$ cat src/logic/io_mux_pkg.sv
package io_mux_pkg;

	// ----------------------------------------
	// register indices (byte address = 4 * index)
	// ----------------------------------------
	localparam logic [10:0] IDX_PIN_ONE   = 11'h462;
	localparam logic [10:0] IDX_COLLISION = 11'h463;
	localparam logic [10:0] IDX_FIBER     = 11'h465;
	localparam int          ADDR_W        = 13;

	// ----------------------------------------
	// field positions and reset values
	// ----------------------------------------
	localparam int          FUNC_LSB      = 0;
	localparam int          SRC_LSB       = 4;
	localparam int          POLARITY_BIT  = 0;
	localparam logic [2:0]  COL_FUNC_RST  = 3'h0;
	localparam logic [2:0]  SRC_RST       = 3'h0;
	localparam logic [15:0] FIBER_RST     = 16'hff00;

	// ----------------------------------------
	// pin function codes
	// ----------------------------------------
	typedef enum logic [2:0] {
		FN_NORMAL  = 3'h0,
		FN_LED     = 3'h1,
		FN_WAKE    = 3'h2,
		FN_CLOCK   = 3'h3,
		FN_TS_TX   = 3'h4,
		FN_TS_RX   = 3'h5,
		FN_LOW     = 3'h6,
		FN_HIGH    = 3'h7
	} pin_func_e;

	// ----------------------------------------
	// clock source codes
	// ----------------------------------------
	typedef enum logic [2:0] {
		SRC_MAC_IF    = 3'h0,
		SRC_CRYSTAL   = 3'h1,
		SRC_REF_25M   = 3'h2,
		SRC_RSVD_3    = 3'h3,
		SRC_RMII_REF  = 3'h4,
		SRC_RSVD_5    = 3'h5,
		SRC_FREE_125M = 3'h6,
		SRC_RECOVERED = 3'h7
	} clk_src_e;

	typedef struct packed {
		clk_src_e  clk_src;
		pin_func_e func;
	} pin_cfg_s;

	typedef struct packed {
		logic normal_value;
		logic led;
		logic wake;
		logic ts_tx;
		logic ts_rx;
	} pin_sources_s;

	typedef struct packed {
		logic mac_interface_clock;
		logic crystal_input;
		logic ref_25m_clk;
		logic rmii_ref_50m_clk;
		logic free_125m_clk;
		logic recovered_125m_clk;
	} clk_sources_s;

endpackage : io_mux_pkg

$ cat src/logic/io_mux_pin_function_select.sv
// How it works
// - pin one function 000 floats the pin, 001 gives the speed LED, 010 wake, 100/101 timestamp tx/rx, 110 low, 111 high.
// - pin one function sits in bits 2:0, is writable, and is loaded from the function strap during reset.
// - pin one function 011 drives the clock chosen by bits 6:4 of its register, same encoding as the collision pin.
// - collision pin function in bits 2:0 resets to 000 for normal collision and 001 gives the alternate LED output.
// - collision pin codes 010, 100, 101, 110, 111 give wake, timestamp tx, timestamp rx, low and high.
// - collision pin function 011 drives the clock chosen by bits 6:4 of its register, which reset to 000.
// - clock code 000 is the MAC interface clock, 001 the crystal input, 010 the 25 MHz reference, 011 and 101 reserved.
// - clock code 100 is the 50 MHz RMII master reference, 110 a free 125 MHz clock, 111 the recovered 125 MHz clock.
// - the MAC interface clock runs at 25 MHz in MII, 50 MHz in RMII and 25 MHz in RGMII mode.
// - in RMII master mode the RMII reference choice is the MAC interface clock itself.
// - fiber config bit 0 set means signal detect active low, clear (reset) means active high.
// - with active-high polarity the fiber link drops while signal detect reads low.
// - with active-low polarity the fiber link drops while signal detect reads high.
// - signal detection on pin one works only if the enable strap was caught high at reset.
//
// The Avalon-MM slave port was chosen for this implementation.
`timescale 1ns/1ns
module io_mux_pin_function_select (
	input  wire logic                     core_clk,
	input  wire logic                     nrst,
	input  wire logic [12:0]              avs_address,
	input  wire logic                     avs_read,
	input  wire logic                     avs_write,
	input  wire logic [31:0]              avs_writedata,
	input  wire logic [3:0]               avs_byteenable,
	output logic [31:0]                   avs_readdata,
	output logic                          avs_waitrequest,
	input  wire logic [2:0]               pin_one_default_strap,
	input  wire logic                     signal_detect_enable_strap,
	input  wire io_mux_pkg::pin_sources_s pin_one_sources,
	input  wire io_mux_pkg::pin_sources_s collision_sources,
	input  wire io_mux_pkg::clk_sources_s clocks,
	input  wire logic                     rmii_master_mode,
	input  wire logic                     multipurpose_pin_one_in,
	output logic                          multipurpose_pin_one_out,
	output logic                          multipurpose_pin_one_oe_n,
	output logic                          collision_pin_out,
	output logic                          fiber_link_drop
);
	import io_mux_pkg::*;

	// ----------------------------------------
	// state
	// ----------------------------------------
	pin_cfg_s    pin_one_cfg;
	pin_cfg_s    collision_cfg;
	logic [15:0] fiber_general_config;
	logic        ack;
	logic [2:0]  strap_s1;
	logic [2:0]  strap_s2;
	logic        signal_detect_enable_strap_s1;
	logic        signal_detect_enable_strap_s2;
	logic        signal_detect_enable_strap_latched;
	logic        sd_s1;
	logic        sd_s2;
	logic        pin_one_clk;
	logic        collision_clk;
	logic        hit_pin_one;
	logic        hit_collision;
	logic        hit_fiber;
	logic        wr_fire;
	logic [31:0] next_readdata;

	// ----------------------------------------
	// pin synchronisers
	// ----------------------------------------
	always_ff @(posedge core_clk) begin
		strap_s1 <= pin_one_default_strap;
		strap_s2 <= strap_s1;
		signal_detect_enable_strap_s1 <= signal_detect_enable_strap;
		signal_detect_enable_strap_s2 <= signal_detect_enable_strap_s1;
		sd_s1    <= multipurpose_pin_one_in;
		sd_s2    <= sd_s1;
	end

	// ----------------------------------------
	// bus decode
	// ----------------------------------------
	assign hit_pin_one   = avs_address == {IDX_PIN_ONE, 2'b00};
	assign hit_collision = avs_address == {IDX_COLLISION, 2'b00};
	assign hit_fiber     = avs_address == {IDX_FIBER, 2'b00};
	assign wr_fire       = avs_write && ack;
	assign avs_waitrequest = (avs_read || avs_write) && !ack;

	always_ff @(posedge core_clk) begin
		if (!nrst) begin
			ack <= 1'b0;
		end else begin
			ack <= (avs_read || avs_write) && !ack;
		end
	end

	always_comb begin
		next_readdata = 32'h0;
		if (hit_pin_one) begin
			next_readdata[SRC_LSB +: 3]  = pin_one_cfg.clk_src;
			next_readdata[FUNC_LSB +: 3] = pin_one_cfg.func;
		end else if (hit_collision) begin
			next_readdata[SRC_LSB +: 3]  = collision_cfg.clk_src;
			next_readdata[FUNC_LSB +: 3] = collision_cfg.func;
		end else if (hit_fiber) begin
			next_readdata[15:0] = fiber_general_config;
		end
	end

	always_ff @(posedge core_clk) begin
		if (!nrst) begin
			avs_readdata <= 32'h0;
		end else if (avs_read && !ack) begin
			avs_readdata <= next_readdata;
		end
	end

	// ----------------------------------------
	// configuration registers
	// ----------------------------------------
	always_ff @(posedge core_clk) begin
		if (!nrst) begin
			pin_one_cfg.func    <= pin_func_e'(strap_s2);
			pin_one_cfg.clk_src <= clk_src_e'(SRC_RST);
		end else if (wr_fire && hit_pin_one && avs_byteenable[0]) begin
			pin_one_cfg.func    <= pin_func_e'(avs_writedata[FUNC_LSB +: 3]);
			pin_one_cfg.clk_src <= clk_src_e'(avs_writedata[SRC_LSB +: 3]);
		end
	end

	always_ff @(posedge core_clk) begin
		if (!nrst) begin
			collision_cfg.func    <= pin_func_e'(COL_FUNC_RST);
			collision_cfg.clk_src <= clk_src_e'(SRC_RST);
		end else if (wr_fire && hit_collision && avs_byteenable[0]) begin
			collision_cfg.func    <= pin_func_e'(avs_writedata[FUNC_LSB +: 3]);
			collision_cfg.clk_src <= clk_src_e'(avs_writedata[SRC_LSB +: 3]);
		end
	end

	always_ff @(posedge core_clk) begin
		if (!nrst) begin
			fiber_general_config <= FIBER_RST;
		end else if (wr_fire && hit_fiber) begin
			if (avs_byteenable[0]) begin
				fiber_general_config[7:0] <= avs_writedata[7:0];
			end
			if (avs_byteenable[1]) begin
				fiber_general_config[15:8] <= avs_writedata[15:8];
			end
		end
	end

	// ----------------------------------------
	// fiber signal detect
	// ----------------------------------------
	always_ff @(posedge core_clk) begin
		if (!nrst) begin
			signal_detect_enable_strap_latched <= signal_detect_enable_strap_s2;
		end
	end

	always_ff @(posedge core_clk) begin
		if (!nrst) begin
			fiber_link_drop <= 1'b0;
		end else begin
			fiber_link_drop <= signal_detect_enable_strap_latched &&
				(fiber_general_config[POLARITY_BIT] ? sd_s2 : !sd_s2);
		end
	end

	// ----------------------------------------
	// clock selection and pin drivers
	// ----------------------------------------
	clock_source_select u_pin_one_clk (
		.src              (pin_one_cfg.clk_src),
		.clocks           (clocks),
		.rmii_master_mode (rmii_master_mode),
		.clk_out          (pin_one_clk)
	);

	clock_source_select u_collision_clk (
		.src              (collision_cfg.clk_src),
		.clocks           (clocks),
		.rmii_master_mode (rmii_master_mode),
		.clk_out          (collision_clk)
	);

	pin_function_mux #(
		.ZERO_IS_TRISTATE (1'b1)
	) u_pin_one_mux (
		.core_clk (core_clk),
		.nrst     (nrst),
		.func     (pin_one_cfg.func),
		.sources  (pin_one_sources),
		.sel_clk  (pin_one_clk),
		.pin_out  (multipurpose_pin_one_out),
		.pin_oe_n (multipurpose_pin_one_oe_n)
	);

	pin_function_mux #(
		.ZERO_IS_TRISTATE (1'b0)
	) u_collision_mux (
		.core_clk (core_clk),
		.nrst     (nrst),
		.func     (collision_cfg.func),
		.sources  (collision_sources),
		.sel_clk  (collision_clk),
		.pin_out  (collision_pin_out),
		.pin_oe_n ()
	);
endmodule : io_mux_pin_function_select

$ cat src/logic/clock_source_select.sv
`timescale 1ns/1ns
module clock_source_select (
	input  wire io_mux_pkg::clk_src_e     src,
	input  wire io_mux_pkg::clk_sources_s clocks,
	input  wire logic                     rmii_master_mode,
	output logic                          clk_out
);
	import io_mux_pkg::*;

	// ----------------------------------------
	// clock source decode
	// ----------------------------------------
	always_comb begin
		unique case (src)
			SRC_MAC_IF:    clk_out = clocks.mac_interface_clock;
			SRC_CRYSTAL:   clk_out = clocks.crystal_input;
			SRC_REF_25M:   clk_out = clocks.ref_25m_clk;
			SRC_RMII_REF:  clk_out = rmii_master_mode ? clocks.mac_interface_clock
			                                          : clocks.rmii_ref_50m_clk;
			SRC_FREE_125M: clk_out = clocks.free_125m_clk;
			SRC_RECOVERED: clk_out = clocks.recovered_125m_clk;
			default:       clk_out = 1'b0;
		endcase
	end

endmodule : clock_source_select

$ cat src/logic/pin_function_mux.sv
`timescale 1ns/1ns
module pin_function_mux #(
	parameter logic ZERO_IS_TRISTATE = 1'b0
) (
	input  wire logic                     core_clk,
	input  wire logic                     nrst,
	input  wire io_mux_pkg::pin_func_e    func,
	input  wire io_mux_pkg::pin_sources_s sources,
	input  wire logic                     sel_clk,
	output logic                          pin_out,
	output logic                          pin_oe_n
);
	import io_mux_pkg::*;

	logic level;
	logic next_level;

	// ----------------------------------------
	// function decode
	// ----------------------------------------
	always_comb begin
		unique case (func)
			FN_NORMAL: next_level = ZERO_IS_TRISTATE ? 1'b0 : sources.normal_value;
			FN_LED:    next_level = sources.led;
			FN_WAKE:   next_level = sources.wake;
			FN_CLOCK:  next_level = 1'b0;
			FN_TS_TX:  next_level = sources.ts_tx;
			FN_TS_RX:  next_level = sources.ts_rx;
			FN_LOW:    next_level = 1'b0;
			FN_HIGH:   next_level = 1'b1;
		endcase
	end

	always_ff @(posedge core_clk) begin
		if (!nrst) begin
			level    <= 1'b0;
			pin_oe_n <= 1'b1;
		end else begin
			level    <= next_level;
			pin_oe_n <= ZERO_IS_TRISTATE && (func == FN_NORMAL);
		end
	end

	// clock path bypasses the flop so the selected clock reaches the pin
	assign pin_out = (func == FN_CLOCK) ? sel_clk : level;

endmodule : pin_function_mux

$ cat config.mk
export PLATFORM = sky130hd
export DESIGN_NAME = io_mux_pin_function_select
export DESIGN_NICKNAME = d
export VERILOG_FILES = /design/src/logic/io_mux_pkg.sv /design/src/logic/io_mux_pin_function_select.sv /design/src/logic/clock_source_select.sv /design/src/logic/pin_function_mux.sv
export SDC_FILE = /design/constraint.sdc
export NUM_CORES = 1
export LEC_CHECK = 0
export ABC_AREA = 1
export BUFFER_PORTS_ARGS = -buffer_cell sky130_fd_sc_hd__buf_2
export CORE_MARGIN = 4
export CORE_UTILIZATION = 40
export CTS_CLUSTER_DIAMETER = 60
export DETAILED_ROUTE_END_ITERATION = 6
export GPL_TIMING_DRIVEN = 0
export PLACE_DENSITY = 0.64
export SLEW_MARGIN = 10
export SYNTH_ARGS = -nofsm -noshare
export SYNTH_HDL_FRONTEND = slang
export SYNTH_SLANG_ARGS = --single-unit
$ cat constraint.sdc
create_clock -name core_clk -period 1.8 [get_ports core_clk]
set_clock_uncertainty 0.1 [all_clocks]
set_input_delay 0.09 -clock core_clk [delete_from_list [all_inputs] [get_ports core_clk]]
set_output_delay 0.09 -clock core_clk [all_outputs]
set_load 0.03 [all_outputs]
* Word-level counts from Yosys, hierarchy flattened *
Cells that the tools add are included.

storage, ports and cells
  bits of input ports = 75
  bits in registers = 60

operators by class
  reductions and logical operators = 20
  muxes and demuxes = 19
  equal/unequal tests = 28

operators by type and width
  kind                                                  number
  equality test 3 bit (second input constant)           14
  equality test 13 bit (second input constant)          3
  equality test 3 x 2 -> 1 bit (second input constant)  6
  2-to-1 mux 3 bit                                      6
  2-to-1 mux 9 bit                                      2
  case mux 1 bit (6 select lines)                       3
  2-to-1 mux 16 bit                                     1
  equality test 3 x 1 -> 1 bit (second input constant)  4
  logical NOT 3 bit                                     4
  logical AND 1 bit                                     9
  case mux 1 bit (7 select lines)                       1
  2-to-1 mux 1 bit                                      6
  AND reduction 2 bit                                   2
  OR reduction 3 bit                                    1
  logical NOT 1 bit                                     2
  != test 2 x 1 -> 1 bit (second input constant)        1
  OR reduction 2 bit                                    1
  logical OR 1 bit                                      1

* Logic depth before layout (Yosys ltp) *
Gate-level depths: netlist (run 1).

  depth after elaboration = 5
  depth in mapped cells = 10
  depth with buffers taken out = 9

* By module *
A second synthesis (run 1) with hierarchy kept.

second synthesis, totals
  cells, all modules = 392
  area total of the unflattened synthesis = 2860.2 µm²

by module, submodules not included
  module                              area an instance (µm²)  cells each  sequential area each (µm²)  instances
  io_mux_pin_function_select          2434.8                  306         1181.1                      1
  clock_source_select                 80.1                    19          0.0                         2
  pin_function_mux (u_collision_mux)  135.1                   25          40.0                        1
  pin_function_mux (u_pin_one_mux)    130.1                   23          40.0                        1

* Worst setup path before layout (run 1) *
OpenSTA, ideal clock, no wires.

  path kind = in2reg
  start = in avs_address[11]
  end = reg pin_one_cfg[0] (netlist name)
  setup slack = 0.359 ns
  required time = 1.356 ns
  path buffers = 1
  stages on the path = 6
  setup time = 0.344 ns
  arrival time = 0.996 ns
  cell sequence = nor2_1 nand2_1 nor2_1 buf_2 nand2_1 o21ai_0

between the ends
  word-level cells in the longest chain between the ends = 4

ends and longest elaborated chain
  item                              line                               text
  from (decl)                       io_mux_pin_function_select.sv:22   input wire logic [12:0] avs_address,
  equality test 13 bit              io_mux_pin_function_select.sv:80   assign hit_pin_one = avs_address == {IDX_PIN_ONE, 2'b00};
  logical AND 1 bit (2 in series)   io_mux_pin_function_select.sv:122  end else if (wr_fire && hit_pin_one && avs_byteenable[0]) begin
  != test 2 x 1 -> 1 bit (no line)  n/a

No other way between the ends.
A chain may end at the register's enable or synchronous reset.

* Worst setup path in the final report (run 1) *
  start = reg pin_one_cfg[1] (netlist name)
  end = reg u_pin_one_mux.level

between the ends
  word-level cells in the longest chain between the ends = 3

ends and longest elaborated chain
  item                                               line                    text
  equality test 3 bit, or another cell as far along  pin_function_mux.sv:22  unique case (func)
  OR reduction 3 bit (no line)                       n/a
  case mux 1 bit (6 select lines) *                  pin_function_mux.sv:22
  to (signal assigned)                               pin_function_mux.sv:39  level <= next_level;
  to (decl)                                          pin_function_mux.sv:15  logic level;

Every way passes the cells marked *; elsewhere a longest branch is shown, timed or not.

==> impl_results.md, run 1 <==
- Post-DP HPWL: 5.26 mm
- Initial Util: 42.0%
- Yosys top cell area share: 41.3%
- Clock Latency Late Sink: 0.34 ns
- Final Power: 0.00271 W
- Row cnt: 29
- CTS tree: done
- Worst slew pin tran: 0.506 ns
- Non-Filler Instances: 574
- Period utilization: 93.0%
- CTS clk-pin slew, worst paths: 0.06 ns
- Synth-to-layout area growth: 35.3%
- Max_cap viols: 0
- Final Hold Vio Count: 0
- Critical path capture point type: flip-flop
- Vias in the first global route: 2551
- DRT iter0 DRCs: 89
- Die height: 90.4 um
- Primary FF master, synth: dfxtp_1
- RSZ-0062 raised after global routing: no
- Top-count cell post-synth: nand2_1
- Initial antenna violation count: 0
- Fillers: 646
- Ys async rst share: 0%
- Status: completed
- Clock root buffer: clkbuf_8
- Syn Std Cell Area: 0.00272 mm^2
- Critical Path Slowest Stage Cell: dlygate4sd3_1
- Avg Cell Area, Syn: 7.44 um^2
- Crit path DAT: 1.85 ns
- Largest net degree at the start of global routing: 11
- Ratio of cells with drive above 1 in the final layout: 25.2%
- Drt pass-1 iters: 4
- Cells after Synth: 365
- Final GP Congestion: 0.838
- Max clock buf depth: 2
- Cells after DPL: 532
- First-pass GRT wire length: 11.8 mm
- # setup viols final: 0
- CP cell instances: inv_1, nand2_1, inv_1, a21oi_1, a311oi_1, dlygate4sd3_1
- Drt wl/cell: 12.3 um
- Post-route antenna net violation count: 0
- Fmax achieved: 0.598 GHz
- Die area: 0.00817 mm^2
- Nets: 567
- Most used cell, CP: inv_1
- P per Cell Area: 738 mW/mm^2
- Worst VDD drop: 567 uV
- Slowest stage delay, CP: 0.57 ns
- Max-Slew Margin vs Limit: 66.3%
- Req. time, crit path: 1.98 ns
- Residual DRC: 0
- Sequential share of the synthesized area: 45.7%
- Post-synthesis cell type count: 28
- Vias: 2700
- Synth area leader: dfxtp_1
- Pins Over Slew Limit: 0
- Postcts setup bufs: 0
- H-Tree Depth: 3
- Total GRT Usage: 18.0%
- Antenna diodes: 0
- Post-synth EDFFs: 4
- CTS Sinks: 60
- Post-Route WL: 7.07 mm
- IO buf count: 75
- Max FO, Critical Path: 4
- HP Class: in -> reg
- # IOs: 112
- FF+latch count, synth: 60
- Die W: 90.4 um
- Crit start category: flip-flop
- Synth top cells by count: nand2_1, dfxtp_1, nand3_1
- P_leak: 1.74 nW
- Synth warnings: 0
- Synth area leaders: dfxtp_1, nand2_1, nand3_1
- CTS buffer count: 9
- Final Critical Period: 1.67 ns
- Via density: 4.70
- Global route overflow: 0
- WS Path Type: reg -> reg
- Core region area: 0.00646 mm^2
-- stage by stage --
stage	cell area (um^2)	setup WS, ns	hold WS, ns	setup TNS [ns]	utilization, %
after floorplan	2770	0.359	0.0177	0	-
after global placement	3240	-0.109	0.0923	-0.328	50.2
after detailed placement	3240	-0.114	0.0936	-0.343	50.2
after CTS	3660	0.0344	0.00219	0	56.7
after global routing	3670	0.00732	0.00677	0	56.9
final	3670	0.127	0.00906	0	56.9
-- final cells by class --
cell class	count	area (um^2)	area share (%)
tap	77	96.3	2.62
multi-input combinational	249	1180	32.1
clock inverter	4	26.3	0.715
timing repair buffer	101	638	17.4
inverter	42	158	4.29
buffer	29	199	5.41
sequential	60	1240	33.8
clock buffer	12	135	3.68
-- placed cells by master, fill, tap and decap left out, types with 10 or more instances in the layout --
master / count
o21ai_0: 24
nand3_1: 48
nand2_1: 68
buf_4: 17
dlygate4sd3_1: 26
nor2_1: 34
conb_1: 16
buf_2: 77
nand4_1: 11
dfxtp_1: 54
a21oi_1: 20
clkbuf_1: 10
inv_1: 41
-- sequential cells by signal, indices dropped and copies added (netlist names), 3 cells and up --
name,flops
strap_s1,3
strap_s2,3
avs_readdata,16
fiber_general_config,16
pin_one_cfg,6
collision_cfg,6
-- routing by layer --
metal	routed length (um)	up-vias	GRT usage, %
met5	0	-	0
met4	204	0	9.44
met3	498	21	4.83
met2	3380	74	29.9
met1	3000	1183	21.1
li1	-	1422	-
-- path summary, 6_finish.rpt --
kind	startpoint	to	slack (ns)	cells after the start
hold reg to reg	sd_s1	sd_s2	0.23	0
hold / removal	collision_sources[4]	u_collision_mux.level	0.009	3
setup / recovery	pin_one_cfg[1]	u_pin_one_mux.level	0.13	6
setup reg to reg	pin_one_cfg[1]	u_pin_one_mux.level	0.13	6
-- cells by family after synthesis --
group / Yosys count / share of synthesized area [%]
buffers and inverters: 71 / 13.1
other: 1 / 0.138
AND/OR/NAND/NOR: 181 / 30.6
AO/OA/AOI/OAI: 52 / 10.4
flip-flops: 60 / 45.7
-- power breakdown --
| part | total [W] | switching, W | internal [W] |
|---|---|---|---|
| registers | 0.00138 | 0.0000118 | 0.00137 |
| logic | 0.000322 | 0.000183 | 0.000139 |
| clock network | 0.00101 | 0.000513 | 0.000498 |
| total | 0.00271 | 0.000708 | 0.00201 |
-- timing repair --
item,CTS,global route
resized for setup,1,7
endpoints found under the setup margin,1,27
endpoints found under the hold margin,36,0
hold buffers,26,0
-- critical path, delay by kind of cell, from the launching register on --
family | cells | cell delay [ns]
AOI/OAI and AO/OA | 2 | 0.25
buffers and inverters | 3 | 0.75
DFF | 1 | 0.45
and+or+nand+nor | 1 | 0.07
Note: power is estimated with default switching activity, not from simulation.
==> run 2: changes to the inputs <==
--- a/config.mk
+++ b/config.mk
@@ -9,10 +9,11 @@
 export BUFFER_PORTS_ARGS = -buffer_cell sky130_fd_sc_hd__buf_2
 export CORE_MARGIN = 4
 export CORE_UTILIZATION = 40
+export CTS_BUF_LIST = sky130_fd_sc_hd__clkbuf_16
 export CTS_CLUSTER_DIAMETER = 60
 export DETAILED_ROUTE_END_ITERATION = 6
 export GPL_TIMING_DRIVEN = 0
-export PLACE_DENSITY = 0.64
+export PLACE_DENSITY = 0.69
 export SLEW_MARGIN = 10
 export SYNTH_ARGS = -nofsm -noshare
 export SYNTH_HDL_FRONTEND = slang
==> impl_results.md, run 2 (same netlist as run 1, synthesis figures left out) <==
- Final Hold Vio Count: 0 (unchanged)
- Non-Filler Instances: 575 (was 574)
- DRT iter0 DRCs: 165 (was 89)
- Nets: 568 (was 567)
- # IOs: 112 (unchanged)
- Clock Latency Late Sink: 0.32 ns (was 0.34 ns)
- Post-place setup slack: -0.108 ns (was -0.114 ns)
- HP Class: in -> reg (unchanged)
- Vias in the first global route: 2700 (was 2551)
- Final setup TNS: 0 ns (unchanged)
- Cells after DPL: 532 (unchanged)
- Postcts setup bufs: 0 (unchanged)
- Most common cell after layout, fill and taps aside: buf_2 (unchanged)
- RSZ-0062 raised after global routing: no (unchanged)
- GR Layer Usage met2: 32.7% (was 29.9%)
- Max FO, Critical Path: 8 (was 4)
- Worst VDD drop: 694 uV (was 567 uV)
- GR met3 Demand/Resource: 7.17% (was 4.83%)
- P per Cell Area: 873 mW/mm^2 (was 738 mW/mm^2)
- Fmax achieved: 0.592 GHz (was 0.598 GHz)
- Crit path DAT: 1.50 ns (was 1.85 ns)
- Final Critical Period: 1.69 ns (was 1.67 ns)
- Period utilization: 93.8% (was 93.0%)
- Die W: 90.4 um (unchanged)
- Row cnt: 29 (unchanged)
- WS Path Type: reg -> out (was reg -> reg)
- CTS buffer count: 9 (unchanged)
- Critical path capture point type: output port (was flip-flop)
- Final WS setup: 0.111 ns (was 0.127 ns)
- CTS Sinks: 60 (unchanged)
- H-Tree Depth: 3 (unchanged)
- Total GRT Usage: 18.7% (was 18.0%)
- Clock root buffer: clkbuf_16 (was clkbuf_8)
- Req. time, crit path: 1.61 ns (was 1.98 ns)
- Die area: 0.00817 mm^2 (unchanged)
- Drt pass-1 iters: 5 (was 4)
- Most frequent cells in the layout: buf_2, nand2_1, dfxtp_1 (unchanged)
- Status: completed (unchanged)
- CTS clk-pin slew, worst paths: 0.05 ns (was 0.06 ns)
- CTS tree: done (unchanged)
- Drt wl/cell: 12.8 um (was 12.3 um)
- Final GP Congestion: 0.881 (was 0.838)
- Fin area: 0.00381 mm^2 (was 0.00367 mm^2)
- Max clock buf depth: 2 (unchanged)
- Pins Over Slew Limit: 0 (unchanged)
- Fin Hold WS: 0.00343 ns (was 0.00906 ns)
- Global route overflow: 0 (unchanged)
- Die height: 90.4 um (unchanged)
- Largest registers: avs_readdata: 16 flops, fiber_general_config: 16 flops (unchanged)
- P_leak: 1.81 nW (was 1.74 nW)
- Core region area: 0.00646 mm^2 (unchanged)
- # setup viols final: 0 (unchanged)
- Residual DRC: 0 (unchanged)
- Crit start category: flip-flop (unchanged)
- First-pass GRT wire length: 12.2 mm (was 11.8 mm)
- Post-Route WL: 7.33 mm (was 7.07 mm)
- Initial antenna violation count: 0 (unchanged)
- IO buf count: 75 (unchanged)
- Busiest grt layer: met2 (unchanged)
- Post-DP Area: 0.00324 mm^2 (unchanged)
- Max_cap viols: 0 (unchanged)
- Synth-to-layout area growth: 40.5% (was 35.3%)
- Vias: 2777 (was 2700)
- Antenna diodes: 0 (unchanged)
- Via density: 4.83 (was 4.70)
- R2R setup slack: 0.14 ns (was 0.13 ns)
- Post-route antenna net violation count: 0 (unchanged)
- Initial Util: 42.0% (unchanged)
- Largest net degree at the start of global routing: 11 (unchanged)
- Routing usage on met1: 20.7% (was 21.1%)
- Ratio of cells with drive above 1 in the final layout: 25.5% (was 25.2%)
- Post-DP HPWL: 5.19 mm (was 5.26 mm)
-- run 2: cell types whose count changed in the layout (fill, tap and decap cells not counted), sizes merged --
cell,previous run,this run
clkbuf,19,16
clkinvlp,1,0
bufinv,0,1
clkinv,3,6
dlygate4sd3,26,27
-- run 2: final timing paths --
path	start	to	depth (start not counted)
worst min register to register	sd_s1	sd_s2	0
worst max register to register	pin_one_cfg[1]	u_pin_one_mux.level	6
worst min-delay path	collision_sources[1]	u_collision_mux.level	3
worst max-delay path	collision_cfg[4]	collision_pin_out	4
-- run 2: layer usage --
metal	up-vias	wire length, um
li1	1427	-
met1	1247	3020
met2	84	3650
met3	19	492
met4	0	166
met5	-	0
-- run 2: timing repair --
item / 4_1_cts / 5_1_grt
endpoints found under the hold margin: 35 / 0
gates resized for setup: 0 / 8
setup endpoints to repair: 0 / 21
hold buffers: 27 / 0
-- run 2: through the flow --
stage,power [W],util (%)
2_1_floorplan,0.00158,-
3_3_place_gp,0.00168,50.2
3_5_place_dp,0.00168,50.2
4_1_cts,0.00333,58.8
5_1_grt,0.00344,59.0
6_report,0.00333,59.0
-- run 2: power by group --
| part | switching, W | internal (W) |
|---|---|---|
| Sequential | 0.0000115 | 0.00137 |
| Clock | 0.000569 | 0.00105 |
| Combinational | 0.000188 | 0.000141 |
-- run 2: cell type report --
type,instances,area [um^2]
fill,613,2650
multi-input combinational,249,1180
timing repair buffer,102,648
tap,77,96.3
clock inverter,7,57.6
sequential,60,1240
inverter,42,160
buffer,29,199
clock buffer,9,225
-- run 2: critical path: stages, from the launching register on --
cell and delay (ns):
dfxtp_1 0.38, o311ai_0 0.38, nand3_1 0.14, nand2_1 0.08
buf_2 0.19
==> run 3: changes to the inputs <==
==> constraint.sdc (replaced) <==
create_clock -name core_clk -period 1.8 [get_ports core_clk]
set_clock_uncertainty 0.1 [all_clocks]
set_input_delay 0.54 -clock core_clk [delete_from_list [all_inputs] [get_ports core_clk]]
set_output_delay 0.54 -clock core_clk [all_outputs]
set_load 0.03 [all_outputs]
==> impl_results.md, run 3 (same netlist as run 1, synthesis figures left out) <==
- Gate power share: 9.2% (was 9.9%)
- Final GP Congestion: 0.877 (was 0.881)
- P per Cell Area: 902 mW/mm^2 (was 873 mW/mm^2)
- Final Hold Vio Count: 0 (unchanged)
- Worst VDD drop: 816 uV (was 694 uV)
- Net Sw Frac: 22.9% (was 23.1%)
- Initial Util: 42.0% (unchanged)
- Residual DRC: 0 (unchanged)
- Max-Slew Margin vs Limit: 61.6%
- Nets: 560 (was 568)
- Die area: 0.00817 mm^2 (unchanged)
- Post-DP HPWL: 5.38 mm (was 5.19 mm)
- Post-Route WL: 7.95 mm (was 7.33 mm)
- CTS clk-pin slew, worst paths: 0.05 ns (about the same)
- Final Power: 0.00348 W (was 0.00333 W)
- Vias in the first global route: 2738 (was 2700)
- Final WS setup: -0.193 ns (was 0.111 ns)
- P_leak: 1.82 nW (was 1.81 nW)
- IO buf count: 75 (unchanged)
- Row cnt: 29 (unchanged)
- Max_cap viols: 0 (unchanged)
- Die height: 90.4 um (unchanged)
- # IOs: 112 (unchanged)
- Initial antenna violation count: 0 (unchanged)
- Antenna diodes: 0 (unchanged)
- RSZ-0062 raised after global routing: yes (was no)
- Max clock buf depth: 2 (unchanged)
- Largest net degree at the start of global routing: 12 (was 11)
- Clock Latency Late Sink: 0.32 ns (about the same)
- Crit path DAT: 1.35 ns (was 1.50 ns)
- Final Core Density: 59.8% (was 59.0%)
- Most frequent cells in the layout: buf_2, nand2_1, dfxtp_1 (unchanged)
- Power Internal: 0.00269 W (was 0.00256 W)
- Critical path capture point type: output port (unchanged)
- Clock root buffer: clkbuf_16 (unchanged)
- CTS buffer count: 9 (unchanged)
- Cells after DPL: 532 (unchanged)
- CTS Hold Bufs: 0 (was 27)
- Status: complete, but fails checks (was completed)
- Core region area: 0.00646 mm^2 (unchanged)
- Crit start category: flip-flop (unchanged)
- H-Tree Depth: 3 (unchanged)
- Clock power share: 51.4% (was 48.6%)
- Post-route antenna net violation count: 0 (unchanged)
- Die W: 90.4 um (unchanged)
- Worst slew pin tran: 0.576 ns
- WS Path Type: reg -> out (unchanged)
- Max FO, Critical Path: 2 (was 8)
- First-pass GRT wire length: 12.7 mm (was 12.2 mm)
- Drt pass-1 iters: 5 (unchanged)
- Sw power: 0.000797 W (was 0.000769 W)
- Most common cell after layout, fill and taps aside: buf_2 (unchanged)
- CTS tree: done (unchanged)
- Req. time, crit path: 1.16 ns (was 1.61 ns)
- Drt wl/cell: 14.0 um (was 12.8 um)
- Global route overflow: 0 (unchanged)
- Largest registers: avs_readdata: 16 flops, fiber_general_config: 16 flops (unchanged)
- Non-Filler Instances: 567 (was 575)
- Via density: 4.96 (was 4.83)
- Ratio of cells with drive above 1 in the final layout: 35.7% (was 25.5%)
- HP Class: in -> reg (unchanged)
- # setup viols final: 2 (was 0)
- Period utilization: 111% (was 93.8%)
- Seq pwr share: 39.5% (was 41.5%)
- Final Critical Period: 1.99 ns (was 1.69 ns)
- Synth-to-layout area growth: 42.3% (was 40.5%)
- Vias: 2810 (was 2777)
- DRT iter0 DRCs: 253 (was 165)
- Failing checks: negative setup slack
- Fillers: 615 (was 613)
- CTS Sinks: 60 (unchanged)
- Pins Over Slew Limit: 0 (unchanged)
- Fmax achieved: 0.502 GHz (was 0.592 GHz)
- Total GRT Usage: 19.2% (was 18.7%)
-- run 3: cell count changes in the layout (fill, tap and decap cells not counted), sizes merged --
cell	delta
buf	+18
clkbuf	+1
dlygate4sd3	-27
clkinv	-1
bufinv	+1
-- run 3: cell type report --
class / instances / area, um^2 / area share [%]
buffer: 29 / 201 / 5.22
sequential: 60 / 1260 / 32.6
timing repair buffer: 94 / 534 / 13.8
clock inverter: 7 / 91.3 / 2.36
tap: 77 / 96.3 / 2.49
inverter: 42 / 160 / 4.15
multi-input combinational: 249 / 1290 / 33.5
clock buffer: 9 / 225 / 5.83
-- run 3: metrics by stage --
stage,TNS (ns),area (um^2),setup WS [ns],hold WS (ns)
after floorplan,0,2780,0.00947,0.210
after global placement,-8.29,3250,-0.389,0.210
after detailed placement,-8.80,3250,-0.429,0.212
after CTS,-0.244,3760,-0.148,0.209
after global routing,-0.440,3860,-0.241,0.210
final,-0.329,3860,-0.193,0.220
-- run 3: routing by layer --
| layer | vias up | part of all wire, % | track usage, % |
|---|---|---|---|
| met2 | 129 | 50 | 32.9 |
| met4 | 0 | 1.4 | 9.44 |
| met3 | 15 | 7.8 | 4.83 |
| met5 | - | 0 | 0 |
| met1 | 1256 | 41 | 22.4 |
| li1 | 1410 | - | - |
-- run 3: what timing repair did --
item	CTS	global route
buffers inserted	16	4
gates resized for setup	35	19
endpoints found under the setup margin	5	36
pin swaps	6	7
-- run 3: final timing paths --
| check | slack [ns] | from | endpoint | depth (start not counted) |
|---|---|---|---|---|
| worst min-delay path | 0.22 | signal_detect_enable_strap | signal_detect_enable_strap_s1 | 1 |
| worst max-delay path | -0.19 | pin_one_cfg[1] | multipurpose_pin_one_out | 5 |
| worst max register to register | 0.08 | collision_cfg[0] | u_collision_mux.level | 11 |
| worst min register to register | 0.22 | strap_s1[1] | strap_s2[1] | 0 |
-- run 3: power by group through the flow --
stage | combinational, W | clock (W) | sequential, W
2_1_floorplan | 0.000169 | 0 | 0.00141
3_3_place_gp | 0.000274 | 0 | 0.00141
3_5_place_dp | 0.000277 | 0 | 0.00141
4_1_cts | 0.000303 | 0.00181 | 0.00138
5_1_grt | 0.000346 | 0.00188 | 0.00138
6_report | 0.000320 | 0.00179 | 0.00138
-- run 3: critical path, stage by stage, from the launching register on --
cell      delay [ns]
edfxtp_1        0.36
inv_2           0.07
nor3_4          0.24
nand3_1         0.14
o21ai_2         0.09
buf_6           0.14
